$ cat config.mk
export PLATFORM = sky130hd
export DESIGN_NAME = pll_fabric_interface
export DESIGN_NICKNAME = d
export VERILOG_FILES = /design/src/design/pll_fabric_interface.v /design/src/design/rise_detect.v /design/src/design/out_divider.v
export VERILOG_INCLUDE_DIRS = /design/src /design/src/design
export SDC_FILE = /design/constraint.sdc
export NUM_CORES = 1
export LEC_CHECK = 0
export CELL_PAD_IN_SITES_DETAIL_PLACEMENT = 0
export CELL_PAD_IN_SITES_GLOBAL_PLACEMENT = 1
export CORE_MARGIN = 2
export CORE_UTILIZATION = 45
export DETAILED_ROUTE_END_ITERATION = 16
export DONT_BUFFER_PORTS = 1
export PLACE_DENSITY = 0.73
export SYNTH_ARGS = -nofsm -noshare
export SYNTH_HDL_FRONTEND = slang
export SYNTH_SLANG_ARGS = --single-unit
$ cat constraint.sdc
create_clock -name pclk -period 5.1 [get_ports pclk]
set_input_delay 1.02 -clock pclk [delete_from_list [all_inputs] [get_ports pclk]]
set_output_delay 1.02 -clock pclk [all_outputs]
set_load 0.01 [all_outputs]
$ cat src/design/synth_map.vh
// Offsets, field positions, reset values and timing counts of the synthesizer wrapper.
// Assumes inclusion by bare name from every design file that needs it.
`ifndef SYNTH_MAP_VH
`define SYNTH_MAP_VH

// ----------------------------------------
// Register offsets (byte addresses)
// ----------------------------------------
`define OFS_CTRL 12'h000
`define OFS_DIV 12'h004
`define OFS_STATUS 12'h008
`define OFS_INT_STAT 12'h00C
`define OFS_INT_MASK 12'h010
`define OFS_LOCK_CFG 12'h014

// ----------------------------------------
// Control fields
// ----------------------------------------
`define CTRL_SRC_LSB 0
`define CTRL_FB_LSB 4
`define CTRL_OUT_EN_LSB 8
`define CTRL_CORE_REF_LSB 12
`define CTRL_FB_OUT_LSB 16
`define SRC_EXTERNAL 2'h0
`define SRC_DYNAMIC 2'h1
`define SRC_CORE 2'h2
`define FB_INTERNAL 2'h0
`define FB_LOCAL 2'h1
`define FB_CORE 2'h2

// ----------------------------------------
// Reset values
// ----------------------------------------
`define CTRL_RST 32'h0000_0710
`define DIV_RST 32'h0004_0201
`define MASK_RST 5'h00
`define LOCK_CFG_RST 8'h08

// ----------------------------------------
// Interrupt bit positions
// ----------------------------------------
`define INT_LOCK_GAIN 0
`define INT_LOCK_LOSS 1
`define INT_REF_STOP 2
`define INT_SHORT_RST 3
`define INT_SEL_LIVE 4
`define INT_W 5

// ----------------------------------------
// Timing
// ----------------------------------------
`define CLK_PERIOD_NS 4
`define RESET_MIN_NS 10
`define RESET_MIN_CYC ((`RESET_MIN_NS + `CLK_PERIOD_NS - 1) / `CLK_PERIOD_NS)
`define STALL_CYC 1024

`endif

$ cat src/design/pll_fabric_interface.v
// Fabric-side model of the clock synthesizer: reference select, lock detect,
// three output clocks, APB control and status with one level interrupt.
// Assumes all pins synchronous to pclk and an APB master on pclk.
//
// Contract
// - Pick reference by two-bit select value
// - Held in reset while reset low
// - Lock rises once lock is achieved
// - Lock falls at once on loss
// - Stopped reference keeps lock unchanged
// - Three output clocks for global network
// - External mode uses dedicated reference pin
// - Dynamic mode chooses among four by select
// - Core mode uses one named fabric clock
// - Internal feedback, no phase relation
// - Local feedback aligns output to reference
// - Core feedback aligns, cancels tree delay
//
// Local design decisions: the APB slave port and the register addresses.
`include "synth_map.vh"
module pll_fabric_interface #(
	parameter STALL_CYCLES = `STALL_CYC
) (
	input wire pclk, // System clock
	input wire presetn, // Async reset, active low
	input wire psel, // APB select
	input wire penable, // APB enable
	input wire pwrite, // APB direction
	input wire [11:0] paddr, // APB byte address
	input wire [31:0] pwdata, // APB write data
	output wire pready, // APB ready
	output reg [31:0] prdata, // APB read data
	output reg pslverr, // APB error
	input wire [3:0] ref_clk_in, // Reference clocks
	input wire [1:0] ref_select, // Dynamic reference select
	input wire synth_reset_n, // Synthesizer reset, active low
	input wire fabric_feedback_clk, // Core feedback clock
	input wire external_ref_pin, // Dedicated reference pin
	output wire synth_out_clk_0, // Output clock 0
	output wire synth_out_clk_1, // Output clock 1
	output wire synth_out_clk_2, // Output clock 2
	output reg lock, // Lock indicator
	output wire irq // Level interrupt
);

	// ----------------------------------------
	// Registers and state
	// ----------------------------------------
	reg [31:0] ctrl_q; // Modes and enables
	reg [31:0] div_q; // Half periods of the outputs
	reg [`INT_W-1:0] int_stat_q; // Sticky events
	reg [`INT_W-1:0] int_mask_q; // Event enables
	reg [7:0] lock_need_q; // Matching periods needed for lock
	reg [1:0] sel_q; // Select latched during reset
	reg [15:0] per_cnt_q; // Cycles since last reference edge
	reg [15:0] last_per_q; // Previous reference period
	reg [7:0] good_q; // Run of matching periods
	reg first_q; // No period measured yet
	reg stalled_q; // Reference stopped toggling
	reg fb_seen_q; // Feedback edge since reference edge
	reg [7:0] fb_dly_q; // Measured tree delay
	reg [7:0] fb_cnt_q; // Cycles since reference edge
	reg [3:0] rst_len_q; // Length of current reset pulse
	reg rst_prev_q; // Reset level last cycle
	reg [1:0] sel_prev_q; // Select last cycle
	reg src_chg_q; // Source moved by last edge's write

	wire [1:0] src_mode = ctrl_q[`CTRL_SRC_LSB+1:`CTRL_SRC_LSB];
	wire [1:0] fb_mode = ctrl_q[`CTRL_FB_LSB+1:`CTRL_FB_LSB];
	wire [2:0] out_en = ctrl_q[`CTRL_OUT_EN_LSB+2:`CTRL_OUT_EN_LSB];
	wire [1:0] core_ref = ctrl_q[`CTRL_CORE_REF_LSB+1:`CTRL_CORE_REF_LSB];
	wire [1:0] fb_out = ctrl_q[`CTRL_FB_OUT_LSB+1:`CTRL_FB_OUT_LSB];
	wire in_reset = ~synth_reset_n; // Synthesizer held in reset

	// ----------------------------------------
	// Reference source selection
	// ----------------------------------------
	reg ref_level; // Chosen reference level
	always @* begin
		case (src_mode)
			`SRC_EXTERNAL: ref_level = external_ref_pin; // Dedicated pin
			`SRC_DYNAMIC: ref_level = ref_clk_in[sel_q]; // Latched select
			`SRC_CORE: ref_level = ref_clk_in[core_ref]; // One fabric clock
			default: ref_level = 1'b0;
		endcase
	end

	// Select only follows the pin while reset is held, so a live change cannot glitch
	always @(posedge pclk or negedge presetn) begin
		if (!presetn) begin
			sel_q <= 2'h0;
		end else if (in_reset) begin
			sel_q <= ref_select;
		end
	end

	// ----------------------------------------
	// Edge detection
	// ----------------------------------------
	wire [1:0] rises; // Bit0 reference, bit1 feedback
	rise_detect #(.W(2)) u_rise (
		.clk(pclk),
		.rst_n(presetn),
		.din({fabric_feedback_clk, ref_level}),
		.rise(rises)
	);
	// Masked for one edge after a source switch, which is no real reference rise
	wire ref_edge = rises[0] & ~src_chg_q;
	wire fb_edge = rises[1];

	// ----------------------------------------
	// Period match and lock
	// ----------------------------------------
	wire [15:0] diff = (per_cnt_q > last_per_q) ? per_cnt_q - last_per_q :
		last_per_q - per_cnt_q;
	wire core_fb = (fb_mode == `FB_CORE);
	wire period_ok = (diff <= 16'h0001) && (!core_fb || fb_seen_q);
	wire stall_now = (per_cnt_q >= STALL_CYCLES[15:0]);
	reg lock_d; // Next lock
	reg [7:0] good_d; // Next run length
	always @* begin
		lock_d = lock;
		good_d = good_q;
		if (ref_edge && !stalled_q && !first_q) begin
			if (period_ok) begin
				good_d = (good_q == 8'hFF) ? good_q : good_q + 8'h01;
				if (good_d >= lock_need_q) begin
					lock_d = 1'b1;
				end
			end else begin
				good_d = 8'h00;
				lock_d = 1'b0; // Loss seen at this edge
			end
		end
	end

	// Measurement state; a stall freezes lock and restarts measuring
	always @(posedge pclk or negedge presetn) begin
		if (!presetn) begin
			per_cnt_q <= 16'h0000;
			last_per_q <= 16'h0000;
			good_q <= 8'h00;
			first_q <= 1'b1;
			stalled_q <= 1'b0;
			lock <= 1'b0;
		end else if (in_reset) begin
			// Lock forced low while reset held
			per_cnt_q <= 16'h0000;
			last_per_q <= 16'h0000;
			good_q <= 8'h00;
			first_q <= 1'b1;
			stalled_q <= 1'b0;
			lock <= 1'b0;
		end else if (ref_edge) begin
			per_cnt_q <= 16'h0001;
			last_per_q <= per_cnt_q;
			// After a stall the old count is stale, so measure one more period
			// before comparing; otherwise a resumed reference drops lock
			first_q <= stalled_q;
			stalled_q <= 1'b0;
			good_q <= stalled_q ? 8'h00 : good_d;
			lock <= lock_d;
		end else begin
			if (!stall_now) begin
				per_cnt_q <= per_cnt_q + 16'h0001;
			end
			if (stall_now) begin
				// Lock kept as it was
				stalled_q <= 1'b1;
			end
		end
	end

	// ----------------------------------------
	// Core feedback tracking
	// ----------------------------------------
	// Delay from reference edge to returned feedback edge is the tree delay
	always @(posedge pclk or negedge presetn) begin
		if (!presetn) begin
			fb_seen_q <= 1'b0;
			fb_dly_q <= 8'h00;
			fb_cnt_q <= 8'h00;
		end else if (in_reset) begin
			fb_seen_q <= 1'b0;
			fb_dly_q <= 8'h00;
			fb_cnt_q <= 8'h00;
		end else begin
			if (ref_edge) begin
				fb_cnt_q <= 8'h00;
			end else if (fb_cnt_q != 8'hFF) begin
				fb_cnt_q <= fb_cnt_q + 8'h01;
			end
			if (fb_edge && !fb_seen_q) begin
				fb_dly_q <= fb_cnt_q; // Feedback from loop-back
			end
			if (fb_edge) begin
				fb_seen_q <= 1'b1;
			end else if (ref_edge) begin
				fb_seen_q <= 1'b0;
			end
		end
	end

	// ----------------------------------------
	// Output clocks
	// ----------------------------------------
	// Internal mode free-runs; local and core realign on each reference edge
	wire align = ref_edge && (fb_mode != `FB_INTERNAL);
	wire [7:0] align_val = core_fb ? fb_dly_q : 8'h00; // Advance by tree delay
	wire [2:0] outs; // Divided clocks
	genvar k;
	generate
		for (k = 0; k < 3; k = k + 1) begin : g_out
			out_divider u_div (
				.clk(pclk),
				.rst_n(presetn),
				.run(synth_reset_n & out_en[k]),
				.half(div_q[8*k+7:8*k]),
				.align(align),
				.align_val(align_val),
				.out_clk(outs[k])
			);
		end
	endgenerate
	assign synth_out_clk_0 = outs[0];
	assign synth_out_clk_1 = outs[1];
	assign synth_out_clk_2 = outs[2];
	wire fb_out_unused = &fb_out | ~|fb_out; // Selector kept for software only

	// ----------------------------------------
	// Reset pulse and live select watch
	// ----------------------------------------
	// Only flags a controller fault; the synthesizer still resets
	wire short_rst = synth_reset_n && !rst_prev_q &&
		(rst_len_q < `RESET_MIN_CYC);
	wire sel_live = synth_reset_n && (ref_select != sel_prev_q);
	always @(posedge pclk or negedge presetn) begin
		if (!presetn) begin
			rst_len_q <= 4'h0;
			rst_prev_q <= 1'b1;
			sel_prev_q <= 2'h0;
		end else begin
			rst_prev_q <= synth_reset_n;
			sel_prev_q <= ref_select;
			if (synth_reset_n) begin
				rst_len_q <= 4'h0;
			end else if (rst_len_q != 4'hF) begin
				rst_len_q <= rst_len_q + 4'h1;
			end
		end
	end

	// ----------------------------------------
	// APB decode
	// ----------------------------------------
	wire setup = psel && !penable; // First cycle of a transfer
	wire wr_en = psel && penable && pwrite; // Write takes effect here
	wire hit = (paddr == `OFS_CTRL) || (paddr == `OFS_DIV) ||
		(paddr == `OFS_STATUS) || (paddr == `OFS_INT_STAT) ||
		(paddr == `OFS_INT_MASK) || (paddr == `OFS_LOCK_CFG);
	assign pready = 1'b1; // No wait states

	// ----------------------------------------
	// Source switch guard
	// ----------------------------------------
	// The detector still holds the old source's level for one edge after a
	// control write, so a switch could look like a reference rise
	always @(posedge pclk or negedge presetn) begin
		if (!presetn) begin
			src_chg_q <= 1'b0;
		end else begin
			// Only a new source or core index can move the reference
			src_chg_q <= wr_en && (paddr == `OFS_CTRL) &&
				((pwdata[`CTRL_SRC_LSB+1:`CTRL_SRC_LSB] != src_mode) ||
				(pwdata[`CTRL_CORE_REF_LSB+1:`CTRL_CORE_REF_LSB] != core_ref));
		end
	end

	// ----------------------------------------
	// Interrupt status
	// ----------------------------------------
	wire [`INT_W-1:0] events; // One-cycle event pulses
	assign events[`INT_LOCK_GAIN] = !in_reset && ref_edge && !lock && lock_d && !stalled_q;
	assign events[`INT_LOCK_LOSS] = !in_reset && ref_edge && lock && !lock_d && !stalled_q;
	assign events[`INT_REF_STOP] = !in_reset && !ref_edge && stall_now && !stalled_q;
	assign events[`INT_SHORT_RST] = short_rst;
	assign events[`INT_SEL_LIVE] = sel_live;
	wire [`INT_W-1:0] w1c = (wr_en && paddr == `OFS_INT_STAT) ?
		pwdata[`INT_W-1:0] : {`INT_W{1'b0}};
	// A new event beats a clear in the same cycle
	always @(posedge pclk or negedge presetn) begin
		if (!presetn) begin
			int_stat_q <= {`INT_W{1'b0}};
		end else begin
			int_stat_q <= (int_stat_q & ~w1c) | events;
		end
	end
	assign irq = |(int_stat_q & int_mask_q);

	// ----------------------------------------
	// Register writes
	// ----------------------------------------
	always @(posedge pclk or negedge presetn) begin
		if (!presetn) begin
			ctrl_q <= `CTRL_RST;
			div_q <= `DIV_RST;
			int_mask_q <= `MASK_RST;
			lock_need_q <= `LOCK_CFG_RST;
		end else if (wr_en) begin
			case (paddr)
				`OFS_CTRL: ctrl_q <= pwdata & 32'h0003_3733; // Defined fields only
				`OFS_DIV: div_q <= {8'h00, pwdata[23:0]};
				`OFS_INT_MASK: int_mask_q <= pwdata[`INT_W-1:0];
				`OFS_LOCK_CFG: lock_need_q <= (pwdata[7:0] == 8'h00) ? 8'h01 : pwdata[7:0];
				default: ;
			endcase
		end
	end

	// ----------------------------------------
	// Read data and error
	// ----------------------------------------
	// Captured at setup so the access cycle returns a registered word
	always @(posedge pclk or negedge presetn) begin
		if (!presetn) begin
			prdata <= 32'h0000_0000;
			pslverr <= 1'b0;
		end else if (setup) begin
			pslverr <= !hit;
			case (paddr)
				`OFS_CTRL: prdata <= ctrl_q;
				`OFS_DIV: prdata <= div_q;
				`OFS_STATUS: prdata <= {24'h000000, fb_out_unused & 1'b0, fb_seen_q,
					stalled_q, in_reset, sel_q, ref_level, lock};
				`OFS_INT_STAT: prdata <= {27'h0000000, int_stat_q};
				`OFS_INT_MASK: prdata <= {27'h0000000, int_mask_q};
				`OFS_LOCK_CFG: prdata <= {24'h000000, lock_need_q};
				default: prdata <= 32'h0000_0000;
			endcase
		end
	end

	// Post divider lives in the configuration outside this model

endmodule // pll_fabric_interface

$ cat src/design/rise_detect.v
// Rising-edge detectors for a group of clock-like inputs.
// Assumes inputs synchronous to clk; one-cycle pulse per rising edge.
module rise_detect #(
	parameter W = 6
) (
	input wire clk, // System clock
	input wire rst_n, // Async reset, active low
	input wire [W-1:0] din, // Sampled levels
	output wire [W-1:0] rise // One-cycle pulse on rise
);

	// ----------------------------------------
	// Per-bit history
	// ----------------------------------------
	genvar i;
	generate
		for (i = 0; i < W; i = i + 1) begin : g_bit
			reg prev_q; // Level seen last cycle
			// Remember previous level
			always @(posedge clk or negedge rst_n) begin
				if (!rst_n) begin
					prev_q <= 1'b0;
				end else begin
					prev_q <= din[i];
				end
			end
			assign rise[i] = din[i] & ~prev_q;
		end
	endgenerate

endmodule // rise_detect

$ cat src/design/out_divider.v
// One synthesized output clock made by dividing the system clock.
// Assumes half >= 1; a zero is treated as one.
module out_divider (
	input wire clk, // System clock
	input wire rst_n, // Async reset, active low
	input wire run, // Divider allowed to toggle
	input wire [7:0] half, // Half period in cycles
	input wire align, // Phase realign pulse
	input wire [7:0] align_val, // Count preloaded at realign
	output reg out_clk // Divided clock, from a flop
);

	reg [7:0] cnt_q; // Cycles into half period
	wire [7:0] top = (half == 8'h00) ? 8'h00 : half - 8'h01; // Last count

	// ----------------------------------------
	// Counter and toggle
	// ----------------------------------------
	always @(posedge clk or negedge rst_n) begin
		if (!rst_n) begin
			cnt_q <= 8'h00;
			out_clk <= 1'b0;
		end else if (!run) begin
			// Held low while stopped
			cnt_q <= 8'h00;
			out_clk <= 1'b0;
		end else if (align) begin
			// Rising edge lands on the reference, advanced by align_val
			cnt_q <= (align_val > top) ? top : align_val;
			out_clk <= 1'b1;
		end else if (cnt_q >= top) begin
			cnt_q <= 8'h00;
			out_clk <= ~out_clk;
		end else begin
			cnt_q <= cnt_q + 8'h01;
		end
	end

endmodule // out_divider

* Word-level counts from Yosys, hierarchy flattened
Index checks and enable logic that the tools add are counted.
Cells by class: add/sub/neg operators 12, $lt $le $gt $ge 13, equal/unequal tests 24, mux-type cells 65, bitwise logic cells 17, reduce and logical (&&, ||, !) cells 55
Operators by type and width (count):
- two-way mux 8 bit | 28
- one-hot mux 24 bit (6 select lines) | 1
- two-way mux 16 bit | 6
- adder 8 x 1 -> 8 bit, second input constant | 5
- greater-or-equal comparator 8 bit | 4
- zero test 8 bit | 4
- subtractor 16 bit | 2
- equality test 12 x 4 -> 1 bit, second input constant | 2
- equality test 12 x 5 -> 1 bit, second input constant | 2
- > comparator 8 bit | 3
- logical AND 1 bit | 24
- two-way mux 1 bit | 24
- subtractor 8 x 1 -> 8 bit, second input constant | 3
- adder 16 x 1 -> 16 bit, second input constant | 1
- greater-or-equal comparator 16 x 11 -> 1 bit, second input constant | 1
- > comparator 16 bit | 1
- <= comparator 16 x 1 -> 1 bit, second input constant | 1
- equality test 12 x 3 -> 1 bit, second input constant | 1
- zero test 12 bit | 1
- != test 3 x 1 -> 1 bit, second input constant | 4
- != test 3 bit, second input constant | 4
- AND 5 bit | 2
- zero test 1 bit | 10
- AND reduction 2 bit | 5
- 22 further kinds | 47
Storage, ports and cells: flip-flop bits (word level) 185, input port bits 58, output and inout bits 39, word-level logic and storage cells 215

* Logic depth before layout (Yosys ltp)
depth in word-level cells 12, depth in mapped cells 16, mapped depth without buffers 15

* By module
A second synthesis with hierarchy kept.
Unflattened totals: cells, all modules 1322, area total of the unflattened synthesis 12174.2 µm²
By module, submodules not included:
- pll_fabric_interface | instances 1, cells an instance 922, area each 8737.1 µm², sequential area each 3716.1 µm²
- out_divider | instances 3, cells an instance 132, area each 1119.8 µm², sequential area each 225.2 µm²
- rise_detect | instances 1, cells an instance 4, area each 77.6 µm², sequential area each 50.0 µm²

* Worst setup path after synthesis
Ideal clock, no wire load.
kind register -> register, start point reg div_q[5], end point reg g_out[0].u_div.cnt_q[3], setup time 0.087 ns, arrival 3.844 ns, data required time 5.013 ns, slack 1.169 ns, stages on the path, launching flop included 13, buffers on the path 0, period minus slack after synthesis 3.931 ns, cell sequence dfrtp_1 > or4_1 > nor4b_1 > nor2_1 > ha_1 > nand2b_1 > a21o_1 > a21o_1 > a21o_1 > a21o_1 > a2111oi_1 > o2111ai_1 > o22ai_1
On the way: cells in the longest elaborated chain, start to end 6, elaborated cells between the ends (all ways) 9, those cells by class add/sub: 1; order compare: 2; mux: 5; reduce/logical: 1
RTL lines:
- from (decl) | RTL line pll_fabric_interface.v:50 | reg [31:0] div_q;
- from (signal assigned) | RTL line pll_fabric_interface.v:306 | div_q <= `DIV_RST;
- from (signal assigned) | RTL line pll_fabric_interface.v:312 | `OFS_DIV: div_q <= {8'h00, pwdata[23:0]};
- subtractor 8 x 1 -> 8 bit / zero test 8 bit (equally long branches) | RTL line out_divider.v:14 | wire [7:0] top = (half == 8'h00) ? 8'h00 : half - 8'h01;
- two-way mux 8 bit * | RTL line out_divider.v:14
- greater-or-equal comparator 8 bit / > comparator 8 bit (equally long branches) | RTL line out_divider.v:31, out_divider.v:29
- two-way mux 8 bit, on equally long branches | RTL line out_divider.v:31, out_divider.v:29
- two-way mux 8 bit * | RTL line out_divider.v:27 | end else if (align) begin
- two-way mux 8 bit * | RTL line out_divider.v:23 | end else if (!run) begin
- to (signal assigned) | RTL line out_divider.v:29 | cnt_q <= (align_val > top) ? top : align_val;
- to (signal assigned) | RTL line out_divider.v:35 | cnt_q <= cnt_q + 8'h01;
- to (decl) | RTL line out_divider.v:13 | reg [7:0] cnt_q;
Every way passes the cells marked *; elsewhere a longest branch is shown, timed or not. A chain may end at the register's enable or synchronous reset.

* Worst setup path after layout
start point reg div_q[5], end point reg g_out[0].u_div.cnt_q[6]
The elaborated chain is that of the path after synthesis.

==> flow_summary.json <==
{
  "cts_max_path_buffers": 2,
  "ys_warn_count": 0,
  "antenna_cells": 0,
  "layout_commonest_cell": "dfrtp_1",
  "rsz0062_at_grt": "no",
  "synth_top_area_share_pct": 34.55,
  "synth_top_family_by_area": "simple AND/OR/NAND/NOR gates",
  "htreeDepth": 4,
  "path_buf_inv": 1,
  "synthTopCellsByArea": "dfrtp_1, ha_1, mux2_2, nor2_1, nand2_1",
  "synth_edf_count": 0,
  "drt_pass1_iterations": 6,
  "cts_tree": "built",
  "worst_ep_required_time_ns": 5.44,
  "grt_max_degree": 178,
  "clkTransAtPathRegs_ns": 0.08,
  "synthCells": 1322,
  "cts_made_buffers": 17,
  "fmax_ghz": 0.2474,
  "syn_area_sq_um": 12100,
  "core_area_sq_um": 26650,
  "cpLargestDelayFamily": "compound AO/OA/AOI/OAI gates",
  "crit_path_cell_trace": "or4_1, nor4b_1, buf_4, nor2_1, ha_1, nand2b_1, a21o_1, a21o_1, a21o_1, a21o_1, a2111oi_1, o2111ai_1, o22ai_1",
  "drt-total-wl_um": 30710,
  "fin_tns_setup_ns": 0,
  "nFillCells": 2554,
  "drv_slew": 0,
  "dp_hpwl_um": 22590,
  "startpoint_type": "flip-flop",
  "synth_compound_area_share_pct": 17.00,
  "dieArea_sq_um": 28210,
  "fin_util_pct": 48.34,
  "p_total_uw": 3004,
  "skew_ns": 0.02016,
  "vdd_ir_drop_max_v": 0.0001892,
  "avgViaCountPerCell": 5.769,
  "clk_latency_ns": 0.45,
  "fin_crit_sh_pct": 79.26,
  "synth_ff_type": "dfrtp_1",
  "cp.arrival_ns": 4.39,
  "ant_nets": 0,
  "yosysTopAreaCell": "dfrtp_1",
  "first_iter_violations": 744,
  "synth.area.mux_share_pct": 7.665,
  "finalNetCount": 1459,
  "slew_headroom_pct": 23.29,
  "hold_buffers": 0,
  "crit_type": "reg -> reg",
  "grt_pass1_wl_um": 50990,
  "cpPeakStageDelay_ns": 0.59,
  "postSynthAreaPerCell_sq_um": 9.149,
  "final_cell_mix": "dfrtp_1, nor2_1, nand2_1",
  "via_count": 9531,
  "clock-root-buffer": "clkbuf_16",
  "power_density_nw_per_um2": 233.2,
  "synth_cell_types": 80,
  "setup_viol": 0,
  "start_util_pct": 45.38,
  "finalHoldViolations": 0,
  "max_slew.worst_pin.slew_ns": 1.148,
  "wl_per_cell_um": 18.59,
  "rows": 60,
  "critPathMostFrequentCell": "a21o_1",
  "hold_class": "in -> async",
  "die_w_um": 167.9,
  "synth_xor_area_share_pct": 4.200,
  "crit_cells": 13,
  "cts_sinks": 177,
  "grt_usage_pct": 22.53,
  "drv_cap": 0,
  "place_congestion": 0.8578,
  "drive_above_1_share_pct": 10.76,
  "syn_to_final_growth_pct": 6.517,
  "synthArstFlopShare_pct": 100.0,
  "synthAdderAreaFrac_pct": 10.78,
  "rr_worst_depth": 13,
  "antenna_found_initial": 0,
  "grt_pass1_vias": 9400,
  "synth-seq-cells": 177,
  "post-route-min-period_ns": 4.042,
  "grt-ovfl-total": 0,
  "drcViolationCount": 0,
  "die_h_um": 167.9,
  "synth-simple-area-share_pct": 18.09,
  "worstSetupEndpointType": "flip-flop",
  "leakage_uw": 0.005918,
  "ys_seq_area_share_pct": 36.72,
  "path_max_fanout": 8,
  "cts_setup_buffers": 0,
  "outcome": "complete, no violations",
  "port_buffers": 0,
  "crit_slowest_cell": "or4_1",
  "num_io_pins": 97,
  "cts_resized": 0
}
[layout make-up]
type                    count  area, sq um  area share, %
multi-input cells        1007         7032          54.58
flip-flops and latches    177         4442          34.48
clock buffers              18        429.2          3.331
well taps                 341        426.7          3.312
inverters                  85        319.1          2.476
clock inverters            14        160.2          1.243
repair buffers             10        75.07         0.5827
[sequential cells by signal, summed over array words and instances (netlist names), 5 cells and up]
name,cells
prdata,24
per_cnt_q,16
int_stat_q,5
lock_need_q,8
int_mask_q,5
last_per_q,16
div_q,24
ctrl_q,11
fb_dly_q,8
g_out.u_div.cnt_q,24
fb_cnt_q,8
good_q,8
[path summary, 6_finish.rpt]
| check | from | end | slack, ns |
|---|---|---|---|
| worst min-delay path | presetn | pslverr | 0.27 |
| worst max register to register | div_q[5] | g_out[0].u_div.cnt_q[6] | 1.06 |
| min in group pclk | fb_dly_q[5] | fb_dly_q[5] | 0.52 |
| worst max-delay path | div_q[5] | g_out[0].u_div.cnt_q[6] | 1.06 |
| worst min register to register | fb_dly_q[5] | fb_dly_q[5] | 0.52 |
| max in group asynchronous | presetn | ctrl_q[4] | 4.52 |
[cells by family after synthesis]
kind of cell | Yosys count
buffers and inverters | 145
other | 2
AO/OA/AOI/OAI | 308
adder cells (fa/ha/maj) | 103
XOR/XNOR | 58
multiplexers | 84
AND/OR/NAND/NOR | 445
flip-flops | 177
[power breakdown]
part           switching (uW)  leakage [uW]  internal [uW]  total, uW
Combinational             141       0.00329           94.0        235
Clock                     671      0.000289            663       1330
Sequential               17.5       0.00234           1420       1440
Total                     830       0.00592           2170       3000
[synthesized netlist by cell type, drive strengths merged, types with 25 or more instances]
| cell type | number |
|---|---|
| mux2i | 33 |
| o21ai | 62 |
| a21oi | 85 |
| a21o | 28 |
| nand2 | 114 |
| o22ai | 28 |
| nor3 | 25 |
| buf | 30 |
| ha | 101 |
| nor2 | 126 |
| inv | 85 |
| clkbuf | 30 |
| mux2 | 49 |
| xnor2 | 32 |
| nand3 | 48 |
| dfrtp | 167 |
| xor2 | 26 |
[metrics by stage]
step	cell area [sq um]	setup WS, ns	hold WS (ns)	instances
6_report	12880	1.058	0.2665	1652
5_1_grt	12880	0.6915	0.2383	1652
4_1_cts	12880	1.061	0.2501	1652
3_5_place_dp	12290	1.055	0.5017	1620
3_3_place_gp	12290	1.067	0.4953	1620
2_1_floorplan	12120	1.169	0.4627	1329
[routing by layer]
layer	wire length, um	vias up	track usage, %
met3	981	26	3.644
li1	-	4670	-
met4	411	0	5.784
met1	14490	4655	30.31
met5	0	-	0
met2	14830	180	37.94
(Power assumes the default switching activity.)
